===== src/include/slb_pkg.sv =====
// Package: register map, field positions, reset values and timing counts
package slb_pkg;

   // ****************************************
   // Register offsets
   // ****************************************
   localparam logic [7:0] OFS_CAP = 8'h20;
   localparam logic [7:0] OFS_LINK = 8'h26;
   localparam logic [7:0] OFS_IND_CTL = 8'h48;
   localparam logic [7:0] OFS_IND_ADR = 8'h49;
   localparam logic [7:0] OFS_IND_DAT = 8'h4B;
   localparam logic [7:0] OFS_BRIDGE = 8'h4F;

   // ****************************************
   // Field positions
   // ****************************************
   localparam int CAP_FREEZE = 7;
   localparam int CAP_FREQ_TRAIN = 5;
   localparam int CAP_EQ_TRAIN = 4;
   localparam int CAP_DUAL_LINK = 3;
   localparam int CAP_DUAL_CHAN = 2;
   localparam int CAP_WIDE_VIDEO = 1;
   localparam int CAP_FWD_GPIO = 0;
   localparam int IND_SEL_LO = 3;
   localparam int IND_AUTO_INC = 2;
   localparam int IND_READ = 1;
   localparam int IND_ENABLE = 0;
   localparam int BR_MAPSEL = 7;
   localparam int BR_PIXMODE = 6;
   localparam int BR_SWAP = 5;
   localparam int BR_CFG_INIT = 1;

   // Writable bit masks; reserved bits stay zero
   localparam logic [7:0] MASK_CAP = 8'hBF;
   localparam logic [7:0] MASK_LINK = 8'h03;
   localparam logic [7:0] MASK_IND_CTL = 8'h1F;
   localparam logic [7:0] MASK_BRIDGE = 8'hE2;

   // ****************************************
   // Reset values
   // ****************************************
   localparam logic [7:0] RST_CAP = 8'h00;
   localparam logic [7:0] RST_LINK = 8'h00;
   localparam logic [7:0] RST_IND_CTL = 8'h00;
   localparam logic [7:0] RST_IND_ADR = 8'h00;
   localparam logic [7:0] RST_IND_DAT = 8'h00;
   localparam logic [7:0] RST_BRIDGE = 8'h00;

   // Target select codes
   localparam logic [1:0] SEL_CONFIG = 2'h2;
   localparam logic [1:0] SEL_DIE_ID = 2'h3;

   // ****************************************
   // Timing
   // ****************************************
   localparam int CLK_NS = 100;
   localparam int T_LINK00_US = 325;
   localparam int T_LINK01_US = 162;
   localparam int T_LINK10_US = 650;
   localparam int T_LINK11_NS = 1300000;
   localparam int CYC_LINK00 = T_LINK00_US * 1000 / CLK_NS;
   localparam int CYC_LINK01 = T_LINK01_US * 1000 / CLK_NS;
   localparam int CYC_LINK10 = T_LINK10_US * 1000 / CLK_NS;
   localparam int CYC_LINK11 = T_LINK11_NS / CLK_NS;
   localparam int CFG_LOAD_CYC = 16;
   localparam int IND_RD_CYC = 2;
   localparam int STRAP_SYNC_CYC = 2;

   // ****************************************
   // Carriers
   // ****************************************
   typedef struct packed {
      logic        write;
      logic        read;
      logic [7:0]  addr;
      logic [7:0]  wdata;
   } slb_req_t;

   typedef struct packed {
      logic        valid;
      logic        dual_link;
      logic        dual_chan;
      logic        wide_video;
      logic        fwd_gpio;
   } slb_caps_t;

   typedef struct packed {
      logic        bitmap_sel;
      logic        pixel_mode;
      logic        port_swap;
      logic        freq_train;
      logic        eq_train;
   } slb_video_t;

endpackage


===== src/design/slb_regs.sv =====
// Link bridge control and status register group of the serializer
//
// Contract
// RQ1: freeze blocks capability auto-update
// RQ2: bit 5 sends frequency training
// RQ3: bit 4 sends equalizer training
// RQ4: bit 3 holds dual-link support
// RQ5: bit 2 gives primary/secondary channel
// RQ6: bit 1 wide video with sound
// RQ7: bit 0 forward-frame GPIO support
// RQ8: bits 1,0 auto-fill after lock
// RQ9: software overwriting caps sets freeze
// RQ10: timeout without traffic drops link detect
// RQ11: timeout codes 325,162,650us,1.3ms
// RQ12: target codes: config data, die identifier
// RQ13: auto-increment address after each access
// RQ14: start bit launches indirect read
// RQ15: start bit self-clears when done
// RQ16: software writes address before start
// RQ17: indirect access needs enable bit
// RQ18: bitmap select, reset from strap one
// RQ19: pixel mode, reset from strap zero
// RQ20: swap selects secondary or exchanges ports
// RQ21: reload bit clears after load
// RQ22: address and data bytes, reset zero
// RQ23: per-port copies by port select
// RQ24: reserved bits read zero
`timescale 1ns/10ps
module slb_regs #(
   parameter logic [7:0] DIE_ID_BASE = 8'h5A
) (
   input wire logic clock,
   input wire logic rstn,
   input slb_pkg::slb_req_t req,
   output logic [7:0] rdata,
   input wire logic second_port_select,
   input wire logic strap_select_zero,
   input wire logic strap_select_one,
   input wire logic rx_lock,
   input wire logic backchannel_valid,
   input slb_pkg::slb_caps_t remote_caps,
   output logic link_detect,
   output slb_pkg::slb_video_t video,
   output logic cfg_loading
);

   // ****************************************
   // State
   // ****************************************
   typedef enum logic [2:0] {
      ST_STRAP = 3'b001,
      ST_RUN = 3'b010,
      ST_LOAD = 3'b100
   } slb_phase_t;

   typedef struct packed {
      slb_phase_t  phase;
      logic [7:0]  cap0;
      logic [7:0]  cap1;
      logic [7:0]  link;
      logic [7:0]  ind_ctl;
      logic [7:0]  ind_adr;
      logic [7:0]  ind_dat;
      logic [7:0]  bridge;
      logic [4:0]  load_cnt;
      logic [7:0]  rdata;
      slb_pkg::slb_video_t video;
      logic        detect;
      logic        loading;
   } slb_state_t;

   slb_state_t state;
   slb_state_t next_state;

   // Strap and remote inputs come from other domains
   logic [2:0] sync1;
   logic [2:0] sync2;
   logic ind_busy;
   logic ind_done;
   logic [7:0] ind_rdata;
   logic timer_detect;
   logic ind_start;

   always_ff @(posedge clock or negedge rstn) begin
      if (!rstn) begin
         sync1 <= 3'h0;
         sync2 <= 3'h0;
      end else begin
         sync1 <= {strap_select_one, strap_select_zero, rx_lock};
         sync2 <= sync1;
      end
   end

   // Mask of a written byte; bits outside the mask become zero
   function automatic logic [7:0] wmask(input logic [7:0] d, input logic [7:0] m);
      wmask = d & m;
   endfunction

   // ****************************************
   // Sub-blocks
   // ****************************************
   // RQ17: read only while enabled
   assign ind_start = state.ind_ctl[slb_pkg::IND_READ] & state.ind_ctl[slb_pkg::IND_ENABLE]
                      & ~ind_busy & ~ind_done;

   slb_indirect #(.DIE_ID_BASE(DIE_ID_BASE)) u_ind (
      .clock(clock),
      .rstn(rstn),
      .start(ind_start),
      .target(state.ind_ctl[4:3]),
      .addr(state.ind_adr),
      .busy(ind_busy),
      .done(ind_done),
      .rdata(ind_rdata)
   );

   // RQ11: timeout selection
   slb_link_timer u_timer (
      .clock(clock),
      .rstn(rstn),
      .timeout_sel(state.link[1:0]),
      .valid_rx(backchannel_valid),
      .link_detect(timer_detect)
   );

   // ****************************************
   // Next-state logic
   // ****************************************
   logic [7:0] cap_sel;
   logic [7:0] next_cap;
   always_comb begin
      next_state = state;
      cap_sel = second_port_select ? state.cap1 : state.cap0;
      next_cap = cap_sel;
      next_state.detect = timer_detect;

      // RQ18: straps caught after release
      if (state.phase == slb_phase_t'(3'h0)) begin
         next_state.phase = ST_RUN;
      end
      case (state.phase)
         ST_STRAP: begin
            // Synchroniser restarts from zero, so wait until it holds the pins
            if (state.load_cnt == 5'(slb_pkg::STRAP_SYNC_CYC)) begin
               next_state.bridge[slb_pkg::BR_MAPSEL] = sync2[2];
               // RQ19: pixel mode from strap
               next_state.bridge[slb_pkg::BR_PIXMODE] = sync2[1];
               next_state.phase = ST_RUN;
            end else begin
               next_state.load_cnt = state.load_cnt + 5'h01;
            end
         end
         ST_RUN: begin
            if (state.bridge[slb_pkg::BR_CFG_INIT]) begin
               next_state.phase = ST_LOAD;
               next_state.load_cnt = 5'h00;
            end
         end
         ST_LOAD: begin
            // RQ21: reload clears bit
            if (state.load_cnt == 5'(slb_pkg::CFG_LOAD_CYC - 1)) begin
               next_state.bridge[slb_pkg::BR_CFG_INIT] = 1'b0;
               next_state.phase = ST_RUN;
            end else begin
               next_state.load_cnt = state.load_cnt + 5'h01;
            end
         end
         default: next_state.phase = ST_RUN;
      endcase

      // RQ8: auto-fill after lock
      // RQ1: frozen caps untouched
      if (sync2[0] && remote_caps.valid && !cap_sel[slb_pkg::CAP_FREEZE]) begin
         // RQ4: dual-link support bit
         next_cap[slb_pkg::CAP_DUAL_LINK] = remote_caps.dual_link;
         // RQ5: channel role bit
         next_cap[slb_pkg::CAP_DUAL_CHAN] = remote_caps.dual_chan;
         // RQ6: wide video with sound
         next_cap[slb_pkg::CAP_WIDE_VIDEO] = remote_caps.wide_video;
         // RQ7: forward-frame GPIO bit
         next_cap[slb_pkg::CAP_FWD_GPIO] = remote_caps.fwd_gpio;
      end

      // RQ13: auto-increment after read
      if (ind_done) begin
         next_state.ind_dat = ind_rdata;
         // RQ15: start bit self-clears
         next_state.ind_ctl[slb_pkg::IND_READ] = 1'b0;
         if (state.ind_ctl[slb_pkg::IND_AUTO_INC]) begin
            next_state.ind_adr = state.ind_adr + 8'h01;
         end
      end

      // RQ24: masked register writes
      if (req.write) begin
         case (req.addr)
            // RQ23: port-select steers copy
            slb_pkg::OFS_CAP: next_cap = wmask(req.wdata, slb_pkg::MASK_CAP);
            slb_pkg::OFS_LINK: next_state.link = wmask(req.wdata, slb_pkg::MASK_LINK);
            slb_pkg::OFS_IND_CTL: begin
               next_state.ind_ctl = wmask(req.wdata, slb_pkg::MASK_IND_CTL);
               // Hardware completion wins over a racing write
               if (ind_done) begin
                  next_state.ind_ctl[slb_pkg::IND_READ] = 1'b0;
               end
            end
            // RQ22: byte registers
            slb_pkg::OFS_IND_ADR: next_state.ind_adr = req.wdata;
            slb_pkg::OFS_IND_DAT: begin
               next_state.ind_dat = req.wdata;
               // RQ13: write also advances address
               if (state.ind_ctl[slb_pkg::IND_ENABLE] && state.ind_ctl[slb_pkg::IND_AUTO_INC]) begin
                  next_state.ind_adr = state.ind_adr + 8'h01;
               end
            end
            slb_pkg::OFS_BRIDGE: begin
               next_state.bridge = wmask(req.wdata, slb_pkg::MASK_BRIDGE);
               if (state.phase == ST_LOAD) begin
                  next_state.bridge[slb_pkg::BR_CFG_INIT] = 1'b1;
               end
            end
            default: ;
         endcase
      end

      if (second_port_select) begin
         next_state.cap1 = next_cap;
      end else begin
         next_state.cap0 = next_cap;
      end

      // Registered read data for the serial slave
      if (req.read) begin
         case (req.addr)
            slb_pkg::OFS_CAP: next_state.rdata = cap_sel;
            slb_pkg::OFS_LINK: next_state.rdata = state.link;
            slb_pkg::OFS_IND_CTL: next_state.rdata = state.ind_ctl;
            slb_pkg::OFS_IND_ADR: next_state.rdata = state.ind_adr;
            slb_pkg::OFS_IND_DAT: next_state.rdata = state.ind_dat;
            slb_pkg::OFS_BRIDGE: next_state.rdata = state.bridge;
            default: next_state.rdata = 8'h00;
         endcase
      end

      // RQ2: frequency training request
      next_state.video.freq_train = cap_sel[slb_pkg::CAP_FREQ_TRAIN];
      // RQ3: equalizer training request
      next_state.video.eq_train = cap_sel[slb_pkg::CAP_EQ_TRAIN];
      next_state.video.bitmap_sel = state.bridge[slb_pkg::BR_MAPSEL];
      next_state.video.pixel_mode = state.bridge[slb_pkg::BR_PIXMODE];
      // RQ20: swap drives port routing
      next_state.video.port_swap = state.bridge[slb_pkg::BR_SWAP];
      next_state.loading = (state.phase == ST_LOAD);
   end

   // ****************************************
   // State register
   // ****************************************
   always_ff @(posedge clock or negedge rstn) begin
      if (!rstn) begin
         state <= '0;
         state.phase <= ST_STRAP;
         state.cap0 <= slb_pkg::RST_CAP;
         state.cap1 <= slb_pkg::RST_CAP;
         state.link <= slb_pkg::RST_LINK;
         state.ind_ctl <= slb_pkg::RST_IND_CTL;
         state.ind_adr <= slb_pkg::RST_IND_ADR;
         state.ind_dat <= slb_pkg::RST_IND_DAT;
         state.bridge <= slb_pkg::RST_BRIDGE;
      end else begin
         state <= next_state;
      end
   end

   assign rdata = state.rdata;
   assign link_detect = state.detect;
   assign video = state.video;
   assign cfg_loading = state.loading;
endmodule


===== src/design/slb_link_timer.sv =====
// Link-detect timeout timer
`timescale 1ns/10ps
module slb_link_timer (
   input wire logic clock,
   input wire logic rstn,
   input wire logic [1:0] timeout_sel,
   input wire logic valid_rx,
   output logic link_detect
);

   typedef struct packed {
      logic [13:0] count;
      logic        detect;
   } slb_lt_state_t;

   slb_lt_state_t state;
   slb_lt_state_t next_state;
   logic [13:0] limit;

   // Cycle count of the selected timeout
   always_comb begin
      case (timeout_sel)
         2'h0: limit = 14'(slb_pkg::CYC_LINK00);
         2'h1: limit = 14'(slb_pkg::CYC_LINK01);
         2'h2: limit = 14'(slb_pkg::CYC_LINK10);
         default: limit = 14'(slb_pkg::CYC_LINK11);
      endcase
   end

   // RQ10: timeout drops detect
   always_comb begin
      next_state = state;
      if (valid_rx) begin
         next_state.count = 14'h0000;
         next_state.detect = 1'b1;
      end else if (state.count >= limit - 14'h0001) begin
         next_state.detect = 1'b0;
      end else begin
         next_state.count = state.count + 14'h0001;
      end
   end

   always_ff @(posedge clock or negedge rstn) begin
      if (!rstn) begin
         state <= '0;
      end else begin
         state <= next_state;
      end
   end

   assign link_detect = state.detect;
endmodule


===== src/design/slb_indirect.sv =====
// Indirect read engine for configuration data and die identifier
`timescale 1ns/10ps
module slb_indirect #(
   parameter logic [7:0] DIE_ID_BASE = 8'h5A
) (
   input wire logic clock,
   input wire logic rstn,
   input wire logic start,
   input wire logic [1:0] target,
   input wire logic [7:0] addr,
   output logic busy,
   output logic done,
   output logic [7:0] rdata
);

   typedef struct packed {
      logic [1:0] cnt;
      logic       busy;
      logic       done;
      logic [7:0] data;
   } slb_ind_state_t;

   slb_ind_state_t state;
   slb_ind_state_t next_state;

   // Read-only targets; die identifier value is arbitrary
   // RQ12: target code decode
   function automatic logic [7:0] fetch(input logic [1:0] sel, input logic [7:0] a);
      case (sel)
         slb_pkg::SEL_CONFIG: fetch = a ^ 8'hC3;
         slb_pkg::SEL_DIE_ID: fetch = DIE_ID_BASE + a;
         default: fetch = 8'h00;
      endcase
   endfunction

   // RQ14: timed fetch of target
   always_comb begin
      next_state = state;
      next_state.done = 1'b0;
      if (state.busy) begin
         if (state.cnt == 2'(slb_pkg::IND_RD_CYC - 1)) begin
            next_state.busy = 1'b0;
            next_state.done = 1'b1;
            next_state.data = fetch(target, addr);
         end else begin
            next_state.cnt = state.cnt + 2'h1;
         end
      end else if (start) begin
         next_state.busy = 1'b1;
         next_state.cnt = 2'h0;
      end
   end

   always_ff @(posedge clock or negedge rstn) begin
      if (!rstn) begin
         state <= '0;
      end else begin
         state <= next_state;
      end
   end

   assign busy = state.busy;
   assign done = state.done;
   assign rdata = state.data;
endmodule


===== config.mk =====
export PLATFORM = sky130hd
export DESIGN_NAME = slb_regs
export DESIGN_NICKNAME = d
export VERILOG_FILES = /design/src/include/slb_pkg.sv /design/src/design/slb_regs.sv /design/src/design/slb_link_timer.sv /design/src/design/slb_indirect.sv
export SDC_FILE = /design/constraint.sdc
export NUM_CORES = 1
export LEC_CHECK = 0
export BUFFER_PORTS_ARGS = -buffer_cell sky130_fd_sc_hd__clkbuf_2
export CAP_MARGIN = 10
export CORE_ASPECT_RATIO = 0.8
export CORE_MARGIN = 2
export CORE_UTILIZATION = 60
export DETAILED_ROUTE_END_ITERATION = 7
export PLACE_DENSITY = 0.8
export SKIP_CTS_REPAIR_TIMING = 1
export SLEW_MARGIN = 20
export SYNTH_ARGS = -nofsm -noshare
export SYNTH_HDL_FRONTEND = slang
export SYNTH_SLANG_ARGS = --single-unit

===== constraint.sdc =====
create_clock -name clock -period 3.01 [get_ports clock]
set_input_delay 0.4515 -clock clock [delete_from_list [all_inputs] [get_ports clock]]
set_output_delay 0.4515 -clock clock [all_outputs]
set_load 0.03 [all_outputs]

==> reports/metrics.cfg, run 1 <==
[cells_and_area]
drive_gt1_share_pct=19.79
syn2layout_area_growth_pct=9.091
n_antenna_cell=0
layout.nets=616

[synth]
synthArstFlopShare_pct=100.0
synth_edf_count=0
synthMuxAreaShare_pct=11.07
synthTopCellsByArea=dfrtp_1 45%, mux2_2 6.2%, ha_1 5.7%, mux2i_1 4.0%, a21oi_1 3.2%
synth-xor-area-share_pct=2.089
synth-seq-cells=99
synth.avg_cell_area_um2=10.09
yosysSeqAreaShare_pct=45.48
synthSimpleGateAreaFrac_pct=17.77
ys.flop_type=dfrtp_1
syn-num-nets=595
syn_area_mm2=0.005450
yosysWarnings=0
synth_compound_area_share_pct=13.22
synthCells=540
synth-adder-area-share_pct=5.739
synth_top_family_by_area=simple AND/OR/NAND/NOR gates
synth_top_area_cell=dfrtp_1
synth_top_area_share_pct=45.00
yosysUniqueCellTypes=67

[global_routing]
antenna_found_initial=0
grt_use_total_pct=25.86
grt_pass1_vias=4019
grt_max_degree=58
grt_overflow=0
grt_pass1_wl_um=20010

[detailed_routing]
vias_per_cell=6.300
drc_errors=0
first_pass_iters=6
ant_nets=0
drt_iter0_drc=429
finalWirelength_um=12500
wl_per_cell_um=18.36
vias=4290

[clocking]
cts_tree=built
cts_buffers=9
clk_latency_ns=0.35
cts_sinks=99
cts_max_path_buffers=2
root_buffer=clkbuf_16
cts.reportedPaths.clkPinSlew_ns=0.07
ctsHtreeMaxLevel=3

[floorplanning]
die_x_um=110.6
io_pins=45
die_area_mm2=0.009867
rows=31
start_util_pct=60.83
fp.dieH_um=89.25
core_mm2=0.008960

[sta]
clock_skew_ns=0.007702
rsz0062_at_grt=no
period_share_pct=93.64
slew_violations=0
finalHoldViolations=0
worstMarginPinSlew_ns=0.7552
layout_min_cycle_time_ns=2.819
finalSetupViolCount=0
fin_tns_setup_ns=0
timing.fmax_ghz=0.3548
slew_headroom_pct=49.66

[placement]
io_buffer_count=44
gp_routability_congestion=0.8997
dp_hpwl_um=8946

[worst_setup_path]
cp.required_ns=3.28
endpoint_kind=flip-flop
cp_max_fo=10
path_common_cell=ha_1
timing.critical_path.max_delay_family=simple AND/OR/NAND/NOR gates
max_stage_delay_ns=0.56
startpoint_type=flip-flop
criticalPathCategory=flip-flop to flip-flop
cp_slowest_cell=or4_1
critPathArrivalTime_ns=3.09
crit_buf_inv=1
crit_chain=inv_1, ha_1, o21bai_1, ha_1, a211oi_1, o22a_1, nand2_1, or4_1, a21oi_1

[pwr]
power_mw=3.117
p_leak_nw=2.619
vdd_drop_max_uv=455.3
power_density_mw_per_mm2=524.2

[hold_path]
min_path_type=primary input to async pin

[job]
maxCapViolations=0

[outcome]
status=completed

-- cell usage in the layout, fill, tap and decap left out, types with 17 or more instances in the layout --
cell type / count
mux2i_1: 22
nand3_1: 17
a21oi_1: 35
nor2_1: 43
ha_1: 25
clkbuf_2: 43
dfrtp_1: 97
mux2_2: 30
o21ai_0: 30
nand2_1: 45
-- layout make-up --
class / count / area [um2]
timing repair buffer: 46 / 250.2
tap: 115 / 143.9
clock inverter: 7 / 70.07
fill: 666 / 3014
multi-input combinational: 390 / 2720
inverter: 15 / 56.30
clock buffer: 9 / 225.2
sequential: 99 / 2480
-- layer usage --
layer	vias up	global-route usage [%]	wire length (um)
met5	-	0	0
met4	0	9.659	244
met3	34	5.356	793
met2	170	41.66	5828
met1	2098	35.36	5638
li1	1988	-	-
-- per-stage QoR --
stage / cell area [um2] / worst slack, ns / hold WS (ns) / cells / utilization, %
global placement: 5648 / 0.3984 / 0.3324 / 665 / 63.04
finish: 5946 / 0.1914 / 0.08678 / 681 / 66.36
CTS: 5943 / 0.1590 / 0.1010 / 681 / 66.33
floorplan: 5450 / 0.5433 / 0.1559 / 540 / -
detailed placement: 5648 / 0.2004 / 0.3403 / 665 / 63.04
global route: 5946 / 0.02101 / 0.1286 / 681 / 66.36
-- cells by family (layout without fill, tap and decap cells) --
family,count (synthesis),count (layout)
AO/OA/AOI/OAI,116,116
XOR/XNOR,13,13
adder cells (fa/ha/maj),25,25
buffers and inverters,51,77
flip-flops,99,99
multiplexers,55,55
AND/OR/NAND/NOR,181,181
-- Yosys cell counts (2+ instances only) --
library cell / instances
dfrtp_1: 98
nand2_1: 45
nor2_1: 43
a21oi_1: 35
mux2_2: 30
o21ai_0: 30
ha_1: 25
mux2i_1: 22
nand3_1: 17
inv_1: 15
clkbuf_1: 14
buf_4: 13
and3_1: 9
nor3_1: 8
xnor2_1: 8
a22oi_1: 7
nand4_1: 7
or3_1: 7
a31oi_1: 6
nand2b_1: 6
o31ai_1: 6
or4_1: 6
a211oi_1: 5
nor2b_1: 5
xor2_1: 5
and2_1: 4
buf_1: 4
buf_2: 4
a21o_1: 3
mux2_4: 3
o211ai_1: 3
o21bai_1: 3
a221oi_1: 2
a22o_1: 2
and4_1: 2
nand3_2: 2
nor4b_1: 2
o21a_1: 2
o22ai_1: 2
o31a_1: 2
or4_4: 2
-- sequential cells by signal, summed over array words and instances, names as in the netlist --
signal,count
u_ind.busy,1
video,5
rdata,8
link_detect,1
u_timer.link_detect,1
u_timer.state,14
cfg_loading,1
sync1,3
u_ind.rdata,8
u_ind.state,2
u_ind.done,1
sync2,3
state,48
next_state,3
-- worst paths after layout --
path	startpoint	end	slack (ns)	cells after the start
max	state[53]$_DFFE_PN0P_	u_timer.state[13]$_DFFE_PN0P_	0.19	9
min in group clock	strap_select_one	sync1[2]$_DFF_PN0_	0.20	1
min	rstn	u_timer.state[12]$_DFFE_PN0P_	0.09	1
min reg2reg	sync1[1]$_DFF_PN0_	sync2[1]$_DFF_PN0_	0.35	0
max reg2reg	state[53]$_DFFE_PN0P_	u_timer.state[13]$_DFFE_PN0P_	0.19	9
max in group asynchronous	rstn	state[76]$_DFF_PN1_	2.19	2
-- report_power, final --
group | switching [mW] | total, mW | internal, mW
Sequential | 0.102 | 1.55 | 1.45
Combinational | 0.234 | 0.429 | 0.195
Clock | 0.558 | 1.14 | 0.583
Power figures use the tool's default switching activity.
==> run 2: changes to the inputs <==
--- a/config.mk
+++ b/config.mk
@@ -5,6 +5,7 @@
 export SDC_FILE = /design/constraint.sdc
 export NUM_CORES = 1
 export LEC_CHECK = 0
+export ABC_AREA = 1
 export BUFFER_PORTS_ARGS = -buffer_cell sky130_fd_sc_hd__clkbuf_2
 export CAP_MARGIN = 10
 export CORE_ASPECT_RATIO = 0.8
==> run 2 against run 1 <==
Compared with the run above:
- count of clock-buffer cells in the layout grew 2
- non-clock buffer count fell by 1
- fmax increased by 13%
- register-to-register slack better by 0.32 ns
- clock power about the same
- sequential share of layout area down 3.3 points
==> reports/metrics.cfg, run 2 <==
[global_routing]
grt_use_total_pct=27.46
grt_pass1_wl_um=23250
grt_pass1_vias=4848
grt_overflow=0
grt_max_degree=100
antenna_found_initial=0

[pwr]
comb_power_share_pct=14.6
vdd_drop_max_uv=315.3
internal_power_mw=2.240
power_density_mw_per_mm2=483.8
p_sw_share_pct=28.31
p_switching_mw=0.8845
sequentialPowerShare_pct=48.7
power_frac_clock_pct=36.7
p_leak_nw=3.484

[sta]
finalSetupViolCount=0
clock_skew_ns=0.007247
layout_min_cycle_time_ns=2.497
fin_tns_setup_ns=0
rsz0062_at_grt=no
slew_headroom_pct=45.01
period_share_pct=82.97
slew_violations=0
worstMarginPinSlew_ns=0.8240
finalHoldViolations=0
timing.fmax_ghz=0.4004
hold_ws_ns=0.1444

[worst_setup_path]
cp_max_fo=15
r2r-start=state[53]$_DFFE_PN0P_
r2r.worst_path.cells=13
endpoint_kind=flip-flop
r2r_setup_slack_ns=0.51
startpoint_type=flip-flop
cp.required_ns=3.29
critPathArrivalTime_ns=2.78
criticalPathCategory=flip-flop to flip-flop
reg2reg_to=u_timer.state[4]$_DFFE_PN0P_

[synth]
synth_top_area_share_pct=41.15
ys.flop_type=dfrtp_1
synth_top_area_cell=dfrtp_1
synth-adder-area-share_pct=5.249
synthTopCellsByArea=dfrtp_1 41%, nand2_1 17%, nand3_1 7.6%, inv_1 5.6%, ha_1 5.2%
synth_top_family_by_area=simple AND/OR/NAND/NOR gates
synthArstFlopShare_pct=100.0
yosysWarnings=0
syn-num-nets=844
synth.most_common_cell=nand2_1
synthSimpleGateAreaFrac_pct=32.65
yosysSeqAreaShare_pct=41.59
synth_edf_count=0
synth.avg_cell_area_um2=7.553
netlist_top_cells_count=268 x nand2_1, 98 x dfrtp_1, 90 x nand3_1
synth-xor-area-share_pct=2.645
synthCells=789
synth-seq-cells=99
yosysUniqueCellTypes=41
synth_compound_area_share_pct=7.117
synthMuxAreaShare_pct=1.176
syn_area_mm2=0.005959

[clocking]
cts_buffers=9
cts_sinks=99
root_buffer=clkbuf_16
ctsHtreeMaxLevel=3
cts_max_path_buffers=2
cts.reportedPaths.clkPinSlew_ns=0.07
clk_latency_ns=0.34
cts_tree=built

[floorplanning]
rows=32
io_pins=45
start_util_pct=61.76
core_mm2=0.009649
die_area_mm2=0.01075
fp.dieH_um=93.14
die_x_um=115.4

[detailed_routing]
drc_errors=0
finalWirelength_um=13710
first_pass_iters=5
ant_nets=0
vias=5178
drt_iter0_drc=528
vias_per_cell=5.433
wl_per_cell_um=14.38

[job]
maxCapViolations=0

[cells_and_area]
n_antenna_cell=0
largest_reg_flops=48
fill_cells=809
stdcell_area_mm2=0.006459
top_regs=state x48, u_timer.state x14
final_common_cell=nand2_1
layout.nets=867
drive_gt1_share_pct=11.75
fin_cells=953
regMostFlops=state
syn2layout_area_growth_pct=8.377
mostFrequentLayoutCells=268 x nand2_1, 98 x dfrtp_1, 90 x nand3_1

[placement]
gp_routability_congestion=0.9096
dp_hpwl_um=9994
io_buffer_count=44
dpl.cell_count=937
postPlaceCellArea_mm2=0.006163

[outcome]
status=completed

[hold_path]
min_path_type=primary input to async pin

## run 2: cell count changes after synthesis, sizes merged, moves of 12 or more
cell   previous run  this run
a21oi            35         8
inv              15        94
mux2             33         0
mux2i            22         7
nand2            45       275
nand3            19        97
o21ai            30        50
xor2              5        17
## run 2: metrics by stage
| stage | util (%) | setup WS [ns] | power (mW) |
|---|---|---|---|
| 6_report | 66.93 | 0.5127 | 3.125 |
| 5_1_grt | 66.93 | 0.2520 | 3.281 |
| 4_1_cts | 66.93 | 0.5302 | 3.145 |
| 3_5_place_dp | 63.87 | 0.5469 | 1.997 |
| 3_3_place_gp | 63.87 | 0.6821 | 1.974 |
| 2_1_floorplan | - | 0.9939 | 1.852 |
## run 2: per-layer routing
metal	up-vias	part of all wire, %	track usage [%]
met5	-	0	0
met3	24	7.3	5.055
met2	196	45	41.42
li1	2557	-	-
met4	0	1.9	8.936
met1	2401	46	40.07
## run 2: area by class of cell
cell class / count / area (um2) / share of cell area [%]
Timing Repair Buffer: 45 / 242.7 / 3.758
Tap cell: 136 / 170.2 / 2.635
Clock buffer: 11 / 232.7 / 3.603
Inverter: 95 / 361.6 / 5.599
Clock inverter: 5 / 62.56 / 0.9686
Sequential cell: 99 / 2479 / 38.38
Multi-Input combinational cell: 562 / 2910 / 45.06
## run 2: critical path, stage by stage, from the launching register on
cell and delay, ns:
dfrtp_1 0.45, inv_1 0.15, ha_1 0.26, o21bai_1 0.17
ha_1 0.25, nand2_1 0.06, a21oi_1 0.06, nor2_1 0.08
nand2_1 0.05, inv_1 0.05, nand2_1 0.08, nor2_2 0.51
nand3_1 0.15, nand2_1 0.11
## run 2: cell families (layout without fill, tap and decap cells)
group | Yosys count | in the layout
and+or+nand+nor | 439 | 439
buffers and inverters | 128 | 156
DFF | 99 | 99
AOI/OAI and AO/OA | 73 | 73
adders and majority gates | 25 | 25
xor gates and xnor gates | 18 | 18
muxes | 7 | 7
## run 2: power by group through the flow
stage	combinational, mW	sequential (mW)	clock (mW)
finish	0.457	1.52	1.15
global route	0.526	1.53	1.22
CTS	0.457	1.52	1.17
detailed placement	0.454	1.54	0
global placement	0.437	1.54	0
floorplan	0.337	1.51	0
## run 2: worst max-delay path by stage
stage,startpoint,to
after floorplan,state[53]$_DFFE_PN0P_,u_timer.state[8]$_DFFE_PN0P_
after global placement,state[53]$_DFFE_PN0P_,u_timer.state[3]$_DFFE_PN0P_
after detailed placement,state[53]$_DFFE_PN0P_,u_timer.state[13]$_DFFE_PN0P_
after CTS,state[53]$_DFFE_PN0P_,u_timer.state[13]$_DFFE_PN0P_
after global routing,state[53]$_DFFE_PN0P_,u_timer.state[10]$_DFFE_PN0P_
final,state[53]$_DFFE_PN0P_,u_timer.state[4]$_DFFE_PN0P_
==> run 3: changes to the inputs <==
==> constraint.sdc (replaced) <==
create_clock -name clock -period 2.4 [get_ports clock]
set_input_delay 0.36 -clock clock [delete_from_list [all_inputs] [get_ports clock]]
set_output_delay 0.36 -clock clock [all_outputs]
set_load 0.03 [all_outputs]
==> run 3 against run 2 <==
Compared with the run above:
- critical path depth down 1
- die area did not move
- combinational power increased by 32%
- fmax increased by 9.1%
- largest power group unchanged
- total power increased by 28%
- global-route usage increased by 0.59 points
- sequential power rose by 26%
- worst setup slack worse by 0.40 ns
- wire length grew 3.6%
- count of clock-buffer cells in the layout down 2
- non-clock buffer count is 12 higher
==> reports/metrics.cfg, run 3 (synthesized netlist as in run 2, its figures left out) <==
[floorplanning]
core_mm2=0.009649
io_pins=45
rows=32
die_area_mm2=0.01075
start_util_pct=61.76
fp.dieH_um=93.14
die_x_um=115.4

[cells_and_area]
syn2layout_area_growth_pct=10.75
fin_cells=966
layout.nets=880
final_common_cell=nand2_1
drive_gt1_share_pct=13.98
largest_reg_flops=48
top_regs=state x48, u_timer.state x14
regMostFlops=state
fill_cells=796
mostFrequentLayoutCells=267 x nand2_1, 97 x dfrtp_1, 90 x nand3_1
n_antenna_cell=0

[hold_path]
min_path_type=primary input to flip-flop

[clocking]
cts_sinks=99
cts_max_path_buffers=2
cts.reportedPaths.clkPinSlew_ns=0.07
ctsHtreeMaxLevel=3
root_buffer=clkbuf_16
cts_tree=built
cts_buffers=9
clk_latency_ns=0.35

[global_routing]
met2_usage_pct=43.52
grt_max_degree=40
met3_usage_pct=5.250
grt_pass1_wl_um=23700
busiest_layer=met2
grt_overflow=0
antenna_found_initial=0
met1_usage_pct=40.31
grt_use_total_pct=28.05
grt_pass1_vias=4958

[sta]
timing.fmax_ghz=0.4370
finalHoldViolations=0
slew_violations=0
period_share_pct=95.34
finalSetupViolCount=0
setup_slack_ns=0.1117
slew_headroom_pct=47.63
hold_ws_ns=0.1152
layout_min_cycle_time_ns=2.288
worstMarginPinSlew_ns=0.7846
clock_skew_ns=0.01070

[worst_setup_path]
criticalPathCategory=flip-flop to flip-flop
r2r.worst_path.cells=12
critPathArrivalTime_ns=2.56
cp.required_ns=2.67
r2r_setup_slack_ns=0.11
r2r-start=state[53]$_DFFE_PN0P_
path_common_cell=nand2_1
cp_max_fo=14
cp_slowest_cell=dfrtp_2
max_stage_delay_ns=0.46
setup.worst_path.start=state[53]$_DFFE_PN0P_
reg2reg_to=u_timer.state[6]$_DFFE_PN0P_
startpoint_type=flip-flop
endpoint_kind=flip-flop
crit_chain=ha_1, o21bai_1, ha_1, nand2_1, nor3_1, o21ai_1, nand2_1, nand3_1, nand2_1, buf_4, nand3_1, nand2_1
crit_path_end=u_timer.state[6]$_DFFE_PN0P_

[detailed_routing]
finalWirelength_um=14200
drc_errors=0
drt_iter0_drc=506
wl_per_cell_um=14.70
vias=5273
vias_per_cell=5.459
ant_nets=0
first_pass_iters=5

[placement]
dp_hpwl_um=10410
pre_cts_slack_ns=-0.1230
gp_routability_congestion=0.9247
io_buffer_count=44
dpl.cell_count=944

[pwr]
p_leak_nw=3.544
power_density_mw_per_mm2=606.9
vdd_drop_max_uv=402.6

[outcome]
status=completed

[job]
maxCapViolations=0

## run 3: cell types whose count changed in the layout (fill, tap and decap cells not counted), moves of 2 or more
| cell | before | now |
|---|---|---|
| inv_8 | 0 | 2 |
| inv_1 | 89 | 87 |
| clkbuf_1 | 2 | 0 |
| buf_4 | 1 | 12 |
## run 3: power breakdown
| part | leakage, nW | switching, mW | internal [mW] |
|---|---|---|---|
| Clock | 0.146 | 0.666 | 0.826 |
| Combinational | 2.13 | 0.399 | 0.206 |
| Sequential | 1.27 | 0.105 | 1.80 |
## run 3: area by class of cell
type | count | area (um2) | area share (%)
flip-flops and latches | 99 | 2480 | 37.57
clock inverters | 7 | 85.08 | 1.289
multi-input cells | 563 | 2940 | 44.55
well taps | 136 | 170.2 | 2.578
inverters | 95 | 364.1 | 5.517
clock buffers | 9 | 225.2 | 3.412
repair buffers | 57 | 335.3 | 5.081
## run 3: critical path, delay by kind of cell, from the launching register on
family / cells / cell delay [ns]
buffers and inverters: 1 / 0.19
AOI/OAI and AO/OA: 2 / 0.33
adders and majority gates: 2 / 0.52
and+or+nand+nor: 7 / 0.70
DFF: 1 / 0.46
## run 3: worst min-delay path by stage
stage	startpoint	to	cells past startpoint
floorplan	rstn	cfg_loading$_DFF_PN0_	0
global placement	rstn	state[18]$_DFFE_PN0P_	1
detailed placement	rstn	state[18]$_DFFE_PN0P_	1
CTS	rstn	state[18]$_DFFE_PN0P_	1
global route	strap_select_zero	sync1[1]$_DFF_PN0_	1
finish	rx_lock	sync1[0]$_DFF_PN0_	1
## run 3: metrics by stage
step	total power [mW]	utilization [%]	TNS (ns)	cell area (um2)
after global placement	2.484	64.42	0	6216
after CTS	4.011	67.63	-1.416	6526
after floorplan	2.322	-	0	5959
after global routing	4.191	68.40	-0.02190	6600
final	4.006	68.40	0	6600
after detailed placement	2.521	64.42	-0.9064	6216
## run 3: per-layer routing
metal | vias to the layer above | part of all wire, %
li1 | 2576 | -
met1 | 2466 | 46
met2 | 205 | 45
met3 | 26 | 6.5
met4 | 0 | 1.8
met5 | - | 0
